## config.mk

```make
export PLATFORM = sky130hd
export DESIGN_NAME = fcd_flash_clock_options
export DESIGN_NICKNAME = d
export VERILOG_FILES = /design/src/rtl/fcd_pkg.sv /design/src/rtl/fcd_flash_clock_options.sv
export SDC_FILE = /design/constraint.sdc
export NUM_CORES = 1
export LEC_CHECK = 0
export BUFFER_PORTS_ARGS = -buffer_cell sky130_fd_sc_hd__buf_2
export CAP_MARGIN = 20
export CORE_ASPECT_RATIO = 1.5
export CORE_MARGIN = 2
export CORE_UTILIZATION = 44
export DETAILED_ROUTE_END_ITERATION = 12
export PLACE_DENSITY = 0.77
export SKIP_CTS_REPAIR_TIMING = 1
export SYNTH_ARGS = -nofsm -noshare
export SYNTH_HDL_FRONTEND = slang
export SYNTH_SLANG_ARGS = --single-unit
```

## constraint.sdc

```tcl
create_clock -name clock_i -period 3.2 [get_ports clock_i]
set_input_delay 0.48 -clock clock_i [delete_from_list [all_inputs] [get_ports clock_i]]
set_output_delay 0.48 -clock clock_i [all_outputs]
set_load 0.02 [all_outputs]
```

## src/rtl/fcd_pkg.sv

```systemverilog
// Constants shared by the flash clock divider and options block.
// Assumes a single bus clock; offsets are word indices on a plain port.
package fcd_pkg;
	// Register addresses on the plain register port
	localparam int ADDR_W = 2;
	localparam logic [ADDR_W-1:0] DIVIDER_OFFSET = 2'h0;
	localparam logic [ADDR_W-1:0] OPTIONS_OFFSET = 2'h1;
	// Divider register field positions
	localparam int LOADED_BIT = 7;
	localparam int PRESCALE_BIT = 6;
	localparam int DIVISOR_MSB = 5;
	localparam int DIVISOR_LSB = 0;
	// Options register field positions
	localparam int KEY_ENABLE_BIT = 7;
	localparam int REDIRECT_DIS_BIT = 6;
	localparam int RESERVED_MSB = 5;
	localparam int RESERVED_LSB = 2;
	localparam int SEC_MSB = 1;
	localparam int SEC_LSB = 0;
	localparam logic [1:0] SEC_UNSECURED = 2'h2;
	// Values after reset
	localparam logic [6:0] DIVIDER_RESET = 7'h00;
	localparam logic [7:0] READ_ZERO = 8'h00;
	// Prescaler ratio when the divide-by-eight option is on
	localparam int PRESCALE_RATIO = 8;
	localparam logic [2:0] PRESCALE_LAST = 3'h7;
	// Backdoor key length in bytes
	localparam int KEY_BYTES = 8;
	localparam logic [3:0] KEY_COUNT_FULL = 4'h8;
	// Timing pulse window and bus clock rate
	localparam int CLOCK_KHZ = 40000;
	localparam int PULSE_MIN_NS = 5000;
	localparam int PULSE_MAX_NS = 6700;
	localparam int PULSE_MIN_CYC = (PULSE_MIN_NS * CLOCK_KHZ + 999999) / 1000000;
	localparam int PULSE_MAX_CYC = (PULSE_MAX_NS * CLOCK_KHZ) / 1000000;
	localparam logic [9:0] PULSE_MIN_CYC_W = PULSE_MIN_CYC[9:0];
	localparam logic [9:0] PULSE_MAX_CYC_W = PULSE_MAX_CYC[9:0];
	// Operation timer states
	typedef enum logic [1:0] {
		FCD_OP_IDLE = 2'b01,
		FCD_OP_RUN = 2'b10
	} fcd_op_state_t;
endpackage

```

## src/rtl/fcd_flash_clock_options.sv

```systemverilog
// Flash clock divider, options register, security state and backdoor key check.
// Assumes the nonvolatile options byte, key and sequencer signals are on clock_i.
// What the document requires of this block and its software
// [RULE1] Divider loaded flag reads only, resets clear, first divider write sets it.
// [RULE2] Prescale and divisor bits always readable, written once after reset only.
// [RULE3] Erase and program are blocked until the divider loaded flag is set.
// [RULE4] Prescale bit chooses bus clock or bus clock divided by eight.
// [RULE5] Selected clock is divided by divisor field plus one.
// [RULE6] Software keeps the flash clock between 150 kHz and 200 kHz.
// [RULE7] Each timing pulse lasts one flash clock period, 5 to 6.7 us.
// [RULE8] Operations are timed as a whole number of flash clock pulses.
// [RULE9] Software should use the tabulated prescale and divisor settings.
// [RULE10] Each reset copies the nonvolatile options byte into the options register.
// [RULE11] Options bits 5 to 2 read zero; register readable, writes ignored.
// [RULE12] Software reprograms the nonvolatile byte then resets to change options.
// [RULE13] Key enable bit gates backdoor unlock by an in-order eight byte match.
// [RULE14] Key bytes from background debug commands can never unlock the device.
// [RULE15] Redirection disable bit set turns interrupt vector redirection off.
// [RULE16] Security code 10 means unsecured, every other code means secured.
// [RULE17] While secured, unsecured sources cannot reach RAM or flash contents.
// [RULE18] Key match or blank check success sets the security code to 10.
// [RULE19] Blocked accesses ignore the write and return zero read data.
//
// Design decisions made here: the register offsets and the plain strobed port.
`timescale 1ns/1ps
`default_nettype none
module fcd_flash_clock_options #(
	parameter int OP_COUNT_W = 12
) (
	input wire logic clock_i,
	input wire logic resetn_i,
	input wire logic [fcd_pkg::ADDR_W-1:0] reg_addr_i,
	input wire logic [7:0] reg_wdata_i,
	input wire logic reg_write_i,
	input wire logic reg_read_i,
	output logic [7:0] reg_rdata_o,
	input wire logic [7:0] nonvolatile_options_byte_i,
	input wire logic [63:0] stored_backdoor_key_i,
	input wire logic key_access_i,
	input wire logic key_write_i,
	input wire logic [7:0] key_byte_i,
	input wire logic key_from_debug_i,
	input wire logic blank_check_pass_i,
	input wire logic op_start_i,
	input wire logic [OP_COUNT_W-1:0] op_pulses_i,
	output logic op_busy_o,
	output logic op_done_o,
	output logic program_erase_enable_o,
	output logic flash_tick_o,
	output logic clock_in_range_o,
	output logic secured_o,
	output logic backdoor_key_enable_o,
	output logic redirect_enable_o,
	input wire logic mem_write_i,
	input wire logic mem_read_i,
	input wire logic mem_unsecured_src_i,
	input wire logic [7:0] mem_rdata_raw_i,
	output logic mem_write_allow_o,
	output logic [7:0] mem_rdata_o
);
	import fcd_pkg::*;

	logic divider_loaded_flag_reg;
	logic prescale_by_eight_reg;
	logic [5:0] divisor_field_reg;
	logic [7:0] flash_options_reg;
	logic [2:0] prescale_count_reg;
	logic [5:0] divide_count_reg;
	logic divider_input_en;
	logic tick_reg;
	logic [3:0] key_count_reg;
	logic key_bad_reg;
	logic key_access_q_reg;
	logic key_unlock;
	logic [7:0] key_expected;
	logic [OP_COUNT_W-1:0] op_left_reg;
	logic op_done_reg;
	fcd_op_state_t op_state_reg;
	logic [9:0] period_cycles;
	logic [7:0] mem_rdata_reg;
	logic [7:0] rdata_reg;
	logic access_blocked;

	// Address decode used by both the write side and the read side
	function automatic logic hit(input logic [ADDR_W-1:0] a, input logic [ADDR_W-1:0] off);
		hit = (a == off);
	endfunction

	////////////////////////////////////////////////////////////////////////////////
	// Divider register
	////////////////////////////////////////////////////////////////////////////////

	// Loaded flag: any first write sets it, data bits are ignored
	always_ff @(posedge clock_i)
	begin
		if (!resetn_i)
			divider_loaded_flag_reg <= 1'b0;
		else if (reg_write_i && hit(reg_addr_i, DIVIDER_OFFSET))
			divider_loaded_flag_reg <= 1'b1; // [RULE1]
	end

	// Settings are frozen after the first write so a runaway write cannot retime flash
	always_ff @(posedge clock_i)
	begin
		if (!resetn_i)
		begin
			prescale_by_eight_reg <= DIVIDER_RESET[PRESCALE_BIT];
			divisor_field_reg <= DIVIDER_RESET[DIVISOR_MSB:DIVISOR_LSB];
		end
		else if (reg_write_i && hit(reg_addr_i, DIVIDER_OFFSET) && !divider_loaded_flag_reg)
		begin
			prescale_by_eight_reg <= reg_wdata_i[PRESCALE_BIT]; // [RULE2]
			divisor_field_reg <= reg_wdata_i[DIVISOR_MSB:DIVISOR_LSB]; // [RULE2]
		end
	end

	// Sequencer may only start once the divider is set up
	assign program_erase_enable_o = divider_loaded_flag_reg; // [RULE3]

	////////////////////////////////////////////////////////////////////////////////
	// Flash timing clock
	////////////////////////////////////////////////////////////////////////////////

	// Optional divide-by-eight prescaler; held still until the divider is loaded
	always_ff @(posedge clock_i)
	begin
		if (!resetn_i || !divider_loaded_flag_reg)
			prescale_count_reg <= 3'h0;
		else
			prescale_count_reg <= prescale_count_reg + 3'h1;
	end

	// Divider input enable: every bus cycle, or every eighth one
	assign divider_input_en = divider_loaded_flag_reg &&
		(!prescale_by_eight_reg || prescale_count_reg == PRESCALE_LAST); // [RULE4]

	// Divide by divisor plus one; tick marks the start of each flash clock period
	always_ff @(posedge clock_i)
	begin
		if (!resetn_i || !divider_loaded_flag_reg)
		begin
			divide_count_reg <= 6'h00;
			tick_reg <= 1'b0;
		end
		else if (divider_input_en)
		begin
			if (divide_count_reg == divisor_field_reg)
			begin
				divide_count_reg <= 6'h00; // [RULE5]
				tick_reg <= 1'b1;
			end
			else
			begin
				divide_count_reg <= divide_count_reg + 6'h01;
				tick_reg <= 1'b0;
			end
		end
		else
			tick_reg <= 1'b0;
	end
	assign flash_tick_o = tick_reg;

	// Bus cycles per flash clock period, for the range indication and the tick period check
	assign period_cycles = (prescale_by_eight_reg ? 10'(PRESCALE_RATIO) : 10'h001) *
		(10'(divisor_field_reg) + 10'h001);
	// Software owns the range; this flag only reports whether the choice is legal
	assign clock_in_range_o = divider_loaded_flag_reg &&
		period_cycles >= PULSE_MIN_CYC_W && period_cycles <= PULSE_MAX_CYC_W; // [RULE6]

	////////////////////////////////////////////////////////////////////////////////
	// Operation timer for the program and erase sequencer
	////////////////////////////////////////////////////////////////////////////////

	// Counts whole timing pulses; a start while the divider is unloaded is dropped
	always_ff @(posedge clock_i)
	begin
		if (!resetn_i)
		begin
			op_state_reg <= FCD_OP_IDLE;
			op_left_reg <= '0;
			op_done_reg <= 1'b0;
		end
		else
		begin
			op_done_reg <= 1'b0;
			case (op_state_reg)
				FCD_OP_IDLE:
				begin
					if (op_start_i && divider_loaded_flag_reg && op_pulses_i != '0)
					begin
						op_left_reg <= op_pulses_i; // [RULE3]
						op_state_reg <= FCD_OP_RUN;
					end
				end
				FCD_OP_RUN:
				begin
					if (tick_reg)
					begin
						if (op_left_reg == OP_COUNT_W'(1))
						begin
							op_done_reg <= 1'b1; // [RULE8]
							op_state_reg <= FCD_OP_IDLE;
						end
						op_left_reg <= op_left_reg - OP_COUNT_W'(1); // [RULE7]
					end
				end
				default:
					op_state_reg <= FCD_OP_IDLE;
			endcase
		end
	end
	assign op_busy_o = (op_state_reg == FCD_OP_RUN);
	assign op_done_o = op_done_reg;

	////////////////////////////////////////////////////////////////////////////////
	// Options register and security state
	////////////////////////////////////////////////////////////////////////////////

	// Loaded from the nonvolatile byte on every reset cycle; bus writes never reach it
	always_ff @(posedge clock_i)
	begin
		if (!resetn_i)
		begin
			flash_options_reg <= nonvolatile_options_byte_i; // [RULE10]
			flash_options_reg[RESERVED_MSB:RESERVED_LSB] <= 4'h0; // [RULE11]
		end
		else if (key_unlock || blank_check_pass_i)
			flash_options_reg[SEC_MSB:SEC_LSB] <= SEC_UNSECURED; // [RULE18]
	end

	assign backdoor_key_enable_o = flash_options_reg[KEY_ENABLE_BIT];
	assign redirect_enable_o = !flash_options_reg[REDIRECT_DIS_BIT]; // [RULE15]
	assign secured_o = (flash_options_reg[SEC_MSB:SEC_LSB] != SEC_UNSECURED); // [RULE16]

	////////////////////////////////////////////////////////////////////////////////
	// Backdoor key compare
	////////////////////////////////////////////////////////////////////////////////

	// Byte expected next; byte 0 sits in the low bits of the stored key
	assign key_expected = stored_backdoor_key_i[key_count_reg[2:0]*8 +: 8];

	// Any debug-sourced, wrong or extra byte poisons the whole session
	always_ff @(posedge clock_i)
	begin
		if (!resetn_i)
		begin
			key_count_reg <= 4'h0;
			key_bad_reg <= 1'b0;
			key_access_q_reg <= 1'b0;
		end
		else
		begin
			key_access_q_reg <= key_access_i;
			if (key_access_q_reg && !key_access_i)
			begin
				key_count_reg <= 4'h0;
				key_bad_reg <= 1'b0;
			end
			else if (key_access_i && key_write_i)
			begin
				if (key_from_debug_i || key_count_reg == KEY_COUNT_FULL ||
					key_byte_i != key_expected)
					key_bad_reg <= 1'b1; // [RULE14]
				if (key_count_reg != KEY_COUNT_FULL)
					key_count_reg <= key_count_reg + 4'h1; // [RULE13]
			end
		end
	end

	// Unlock is judged when key access is switched off
	assign key_unlock = key_access_q_reg && !key_access_i && flash_options_reg[KEY_ENABLE_BIT] &&
		!key_bad_reg && key_count_reg == KEY_COUNT_FULL; // [RULE13]

	////////////////////////////////////////////////////////////////////////////////
	// Memory access gating
	////////////////////////////////////////////////////////////////////////////////

	assign access_blocked = secured_o && mem_unsecured_src_i; // [RULE17]
	assign mem_write_allow_o = mem_write_i && !access_blocked; // [RULE19]

	// Read data one cycle after the request, forced to zero when blocked
	always_ff @(posedge clock_i)
	begin
		if (!resetn_i)
			mem_rdata_reg <= READ_ZERO;
		else if (mem_read_i)
			mem_rdata_reg <= access_blocked ? READ_ZERO : mem_rdata_raw_i; // [RULE19]
	end
	assign mem_rdata_o = mem_rdata_reg;

	////////////////////////////////////////////////////////////////////////////////
	// Register read port
	////////////////////////////////////////////////////////////////////////////////

	// Unmapped addresses read zero; data stands only in the cycle after the strobe
	always_ff @(posedge clock_i)
	begin
		if (!resetn_i || !reg_read_i)
			rdata_reg <= READ_ZERO;
		else if (hit(reg_addr_i, DIVIDER_OFFSET))
			rdata_reg <= {divider_loaded_flag_reg, prescale_by_eight_reg, divisor_field_reg};
		else if (hit(reg_addr_i, OPTIONS_OFFSET))
			rdata_reg <= flash_options_reg; // [RULE11]
		else
			rdata_reg <= READ_ZERO;
	end
	assign reg_rdata_o = rdata_reg;

	// Cycles since the last flash tick, for the period check
	logic [9:0] since_tick_reg;
	logic tick_seen_reg;
	always_ff @(posedge clock_i)
	begin
		if (!resetn_i || !divider_loaded_flag_reg)
		begin
			since_tick_reg <= 10'h000;
			tick_seen_reg <= 1'b0;
		end
		else if (tick_reg)
		begin
			since_tick_reg <= 10'h001;
			tick_seen_reg <= 1'b1;
		end
		else
			since_tick_reg <= since_tick_reg + 10'h001;
	end
endmodule
`default_nettype wire

```

Word level (Yosys, flattened, before mapping)
Cells that the tools add are included.
{"block": "totals", "ff_bits": 59, "in_bits": 122}
{"block": "classes", "n_mux": 16, "eq_ne": 14, "bitwise": 2, "order_cmp": 2, "reduce_logical": 38, "n_shift": 1, "n_addsub": 5, "n_mul": 1}
{"op": "64-bit by 7-bit variable part select with 8-bit output", "count": 1}
{"op": "12-bit two-way mux", "count": 2}
{"op": "8-bit two-way mux", "count": 3}
{"op": "12-bit one-hot mux with 2 select lines", "count": 1}
{"op": "1-bit logical AND", "count": 14}
{"op": "12-bit by 1-bit equality test with 1-bit output (second input constant)", "count": 1}
{"op": "12-bit nonzero test", "count": 1}
{"op": "12-bit by 1-bit subtractor with 12-bit output (second input constant)", "count": 1}
{"op": "10-bit by 8-bit >= comparator with 1-bit output (second input constant)", "count": 1}
{"op": "10-bit by 9-bit <= comparator with 1-bit output (second input constant)", "count": 1}
{"op": "4-bit by 7-bit multiplier with 10-bit output", "count": 1}
{"op": "2-bit two-way mux", "count": 5}
{"op": "3-bit AND reduction", "count": 3}
{"op": "1-bit logical NOT", "count": 8}
{"op": "8-bit inequality test", "count": 1}
{"op": "6-bit by 1-bit adder with 7-bit output (second input constant)", "count": 1}
{"op": "6-bit by 1-bit adder with 6-bit output (second input constant)", "count": 1}
{"op": "6-bit equality test", "count": 1}
{"op": "1-bit logical OR", "count": 6}
{"op": "6-bit two-way mux", "count": 1}
{"op": "2-bit by 1-bit inequality test with 1-bit output (second input constant)", "count": 3}
{"op": "4-bit by 1-bit adder with 4-bit output (second input constant)", "count": 1}
{"op": "2-bit by 1-bit equality test with 1-bit output (second input constant)", "count": 2}
{"op": "4-bit equality test (second input constant)", "count": 1}
{"op": "13 further kinds", "count": 18}

Logic depth before layout (Yosys ltp)
{"block": "depth", "ltp_word": 8, "mapped_depth": 13}

Worst setup path after synthesis
OpenSTA, ideal clock, no wires.
{"block": "synth_path", "kind": "register -> output", "start": "register divisor_field_reg[3]", "end": "output port clock_in_range_o", "t_required_ns": 2.720, "stages_incl_launch_ff": 14, "path_buffers": 1, "path_slack_ns": -0.155, "arrival_time_ns": 2.875, "cell_sequence": "dfxtp_1 -> clkbuf_1 -> and4_1 -> a21oi_1 -> or2_1 -> nor2_1 -> a21oi_1 -> fa_1 -> nor2_1 -> nand2_1 -> a211oi_1 -> o211ai_1 -> and3_1 -> o22ai_1"}
{"block": "synth_between", "elab_chain_cells": 5}
{"item": "start, declared", "line": "fcd_flash_clock_options.sv:65", "text": "logic [5:0] divisor_field_reg;"}
{"item": "start signal, assigned", "line": "fcd_flash_clock_options.sv:108", "text": "divisor_field_reg <= DIVIDER_RESET[DIVISOR_MSB:DIVISOR_LSB];"}
{"item": "start signal, assigned", "line": "fcd_flash_clock_options.sv:113", "text": "divisor_field_reg <= reg_wdata_i[DIVISOR_MSB:DIVISOR_LSB];"}
{"item": "6-bit by 1-bit adder with 7-bit output *", "line": "fcd_flash_clock_options.sv:165", "text": "(10'(divisor_field_reg) + 10'h001);"}
{"item": "4-bit by 7-bit multiplier with 10-bit output *", "line": "fcd_flash_clock_options.sv:164", "text": "assign period_cycles = (prescale_by_eight_reg ? 10'(PRESCALE_RATIO) : 10'h001) *"}
{"item": "10-bit by 8-bit >= comparator with 1-bit output", "line": "fcd_flash_clock_options.sv:168", "text": "period_cycles >= PULSE_MIN_CYC_W && period_cycles <= PULSE_MAX_CYC_W;"}
{"item": "1-bit logical AND", "line": "fcd_flash_clock_options.sv:167", "text": "assign clock_in_range_o = divider_loaded_flag_reg &&"}
{"item": "1-bit logical AND *", "line": "fcd_flash_clock_options.sv:168"}
{"item": "end, declared", "line": "fcd_flash_clock_options.sv:50", "text": "output logic clock_in_range_o,"}
Mark *: on every way between the ends. The rest lies on a longest branch, timed or not.

Worst setup path in the final report
Ends and elaborated chain as after synthesis.

==> metrics <==
Placed Cells=666; Avg Inst Size Synth=8.708 um^2; cells after synthesis=421; post-route setup slack=-0.2325 ns; ys flop type=dfxtp_1; Clk network pwr share=0.331; Core Util, Final=0.6140; HP Start=nonvolatile_options_byte_i[6]; core area=0.008058 mm^2; Die Wd=78.53 um; cell area after synthesis=0.003666 mm^2; DIE HEIGHT=115.8 um; first-pass GRT wire length=16.01 mm; GRT Residual Overflow=0; TritonCTS Buffers=9; Setup Skew=0.005146 ns; final setup TNS=-0.2325 ns; reg2reg end=op_left_reg[0]$_SDFFE_PN0P_; Slew HR=0.4129; Hold Path Sink=flash_options_reg[6]$_DFFE_PN_; routed length per placed instance=14.94 um; Final Cycle Share=1.073; area of the multi-input gates=0.002397 mm^2; Setup crit start kind=register; final hold vios=0; max reg flops=12; vias=3699; ANT cells=0; layout cells sized above 1=0.3511; total of max-cap violations=0; via-per-instance ratio=5.392; highest clock rate=291.3 MHz; Setup Crit Path Kind=register to output port; Initial Util=0.4550; hold path cells=1; CP Capture Type=output port; Cell Rows=40; Post-synth EDFFs=4; WP data required=2.72 ns; Detail Route Antenna Nets=0; most common cell after layout, fill and taps aside=buf_2; Reg2Reg Depth=7; Clock Pin Slew Worst Setup and Hold Paths=0.05 ns; Placer Congestion=0.8688; Area growth syn-to-layout=34.95%; post-synthesis register bit count=59; sequential power share=0.348; PD cells=534.0 mW/mm^2; Int Pwr=0.001745 W; combinational share of power=0.321; failing checks=negative setup slack; Yosys cell types=57; Clock Path Buffers=2; Final Max Slew Viols=0; Setup violations, final=1; Total GRT Usage=0.2265; final std cells w/o fill=686; leak pwr=2.260 nW; worst r2r src=program_erase_enable_o$_SDFFE_PN0P_; most frequent cells in the layout=140 x buf_2, 54 x dfxtp_1, 53 x nor2_1, 38 x nand2_1, 30 x a21oi_1; Max VDD drop=0.3410 mV; R2R Setup Slk=0.94 ns; Final nets=713; post-layout min period=3.433 ns; DRT iter0 DRCs=128; Buffers on Ports=141; fill count=709; drt drc=0; via count of the first global-routing pass=3674; die area=0.009093 mm^2; clk root buf=clkbuf_16; pin count of the biggest net entering global routing=30; Least-Margin Pin Slew=0.8795 ns; worst path arrival time=2.95 ns; Sink Count=59; Worst Hold Class=input port to register; RSZ-0062 raised after global routing=yes; Syn. warnings=0; # IOs=147; HPWL after DPL=7.801 mm; Register Area=0.001222 mm^2; WL final=10.25 mm; status=finished, violations left; TritonCTS clock tree=built; later-pin clock latency in the skew report=0.33 ns; TritonRoute pass-1 iters=4; net switching fraction of the power=0.3395; sequential share of the synthesized area=0.3331; Async SR Flop Fraction=0; CP Max Fanout=3; NetSw=0.0008968 W; initial antenna violation count=0; H-Tree Depth=3
[routing by layer]
| layer | up-vias | wire length, um | part of all wire | track usage |
|---|---|---|---|---|
| li1 | 1811 | - | - | - |
| met1 | 1710 | 3767 | 0.37 | 0.2327 |
| met2 | 153 | 5595 | 0.55 | 0.4279 |
| met3 | 25 | 581 | 0.057 | 0.04283 |
| met4 | 0 | 301 | 0.029 | 0.1216 |
| met5 | - | 0 | 0 | 0 |
[through the flow]
stage          hold slack (ns)  cell area [um^2]  worst slack (ns)  total power [W]
3_3_place_gp            0.4214              4548         -0.009882         0.001727
4_1_cts                 0.3214              4822           -0.4226         0.002635
3_5_place_dp            0.4394              4548          -0.05629         0.001746
5_1_grt                 0.3231              4947           -0.3146         0.002805
6_report                0.3296              4947           -0.2325         0.002642
2_1_floorplan           0.3972              3697           0.02428         0.001516
[cell families after synthesis]
| group | count (synthesis) | share of synthesized area |
|---|---|---|
| flip-flops | 59 | 0.3331 |
| adder cells (fa/ha/maj) | 15 | 0.05324 |
| AO/OA/AOI/OAI | 83 | 0.1427 |
| other | 1 | 0.001023 |
| buffers and inverters | 36 | 0.04368 |
| XOR/XNOR | 26 | 0.06212 |
| multiplexers | 37 | 0.1522 |
| AND/OR/NAND/NOR | 164 | 0.2120 |
[cell type report]
cell class / instances / area share
Clock buffer: 14 / 0.05336
Inverter: 15 / 0.01138
Multi-Input combinational cell: 330 / 0.4846
Tap cell: 105 / 0.02656
Timing Repair Buffer: 161 / 0.1750
Clock inverter: 2 / 0.002023
Sequential cell: 59 / 0.2471
[how the worst max path moves through the flow]
stage	start	to	slack, ns	cells after the start
2_1_floorplan	divisor_field_reg[3]$_SDFFE_PN0P_	clock_in_range_o	0.02	13
3_3_place_gp	divisor_field_reg[3]$_SDFFE_PN0P_	clock_in_range_o	-0.01	13
3_5_place_dp	divisor_field_reg[3]$_SDFFE_PN0P_	clock_in_range_o	-0.06	13
4_1_cts	divisor_field_reg[3]$_SDFFE_PN0P_	clock_in_range_o	-0.42	13
5_1_grt	divisor_field_reg[3]$_SDFFE_PN0P_	clock_in_range_o	-0.31	13
6_report	divisor_field_reg[3]$_SDFFE_PN0P_	clock_in_range_o	-0.23	13
[cells in the mapped netlist (3+ instances only)]
master / number / share of area
nand3_1: 10 / 0.014
and2_1: 9 / 0.015
dfxtp_1: 55 / 0.30
mux2i_1: 22 / 0.060
inv_1: 12 / 0.012
o22ai_1: 3 / 0.0051
clkbuf_1: 12 / 0.012
a221oi_1: 3 / 0.0072
and3_1: 6 / 0.010
o31ai_1: 3 / 0.0061
o21ai_0: 16 / 0.022
a21oi_1: 31 / 0.042
nor2b_1: 12 / 0.020
mux4_1: 6 / 0.043
xor2_1: 14 / 0.033
buf_2: 5 / 0.0068
nand4_1: 6 / 0.010
nor3_1: 10 / 0.014
xnor2_1: 12 / 0.029
o2bb2ai_1: 3 / 0.0072
nor2_1: 55 / 0.056
nand2_1: 38 / 0.039
o21a_1: 3 / 0.0061
edfxtp_1: 4 / 0.033
o211ai_1: 4 / 0.0082
mux4_2: 7 / 0.043
nor4_1: 6 / 0.010
ha_1: 14 / 0.048
or2_2: 3 / 0.0051
[worst max-delay path, cell delays in order (launching register included)]
cell and delay [ns]:
dfxtp_2 0.32, and4_4 0.19, and3_4 0.17, or2_4 0.26, nor2_4 0.13, a21oi_4 0.05, fa_1 0.52, nor2_2 0.13
nand2_1 0.08, a211oi_2 0.21, o211ai_1 0.14, and3_4 0.18, o22ai_4 0.10, buf_6 0.14
[power groups by stage]
stage / sequential, W / combinational, W / clock, W
floorplan: 0.000914 / 0.000602 / 0
global placement: 0.000924 / 0.000804 / 0
detailed placement: 0.000927 / 0.000819 / 0
CTS: 0.000913 / 0.000828 / 0.000893
global route: 0.000929 / 0.000949 / 0.000927
finish: 0.000918 / 0.000849 / 0.000874
(Power assumes the default switching activity.)
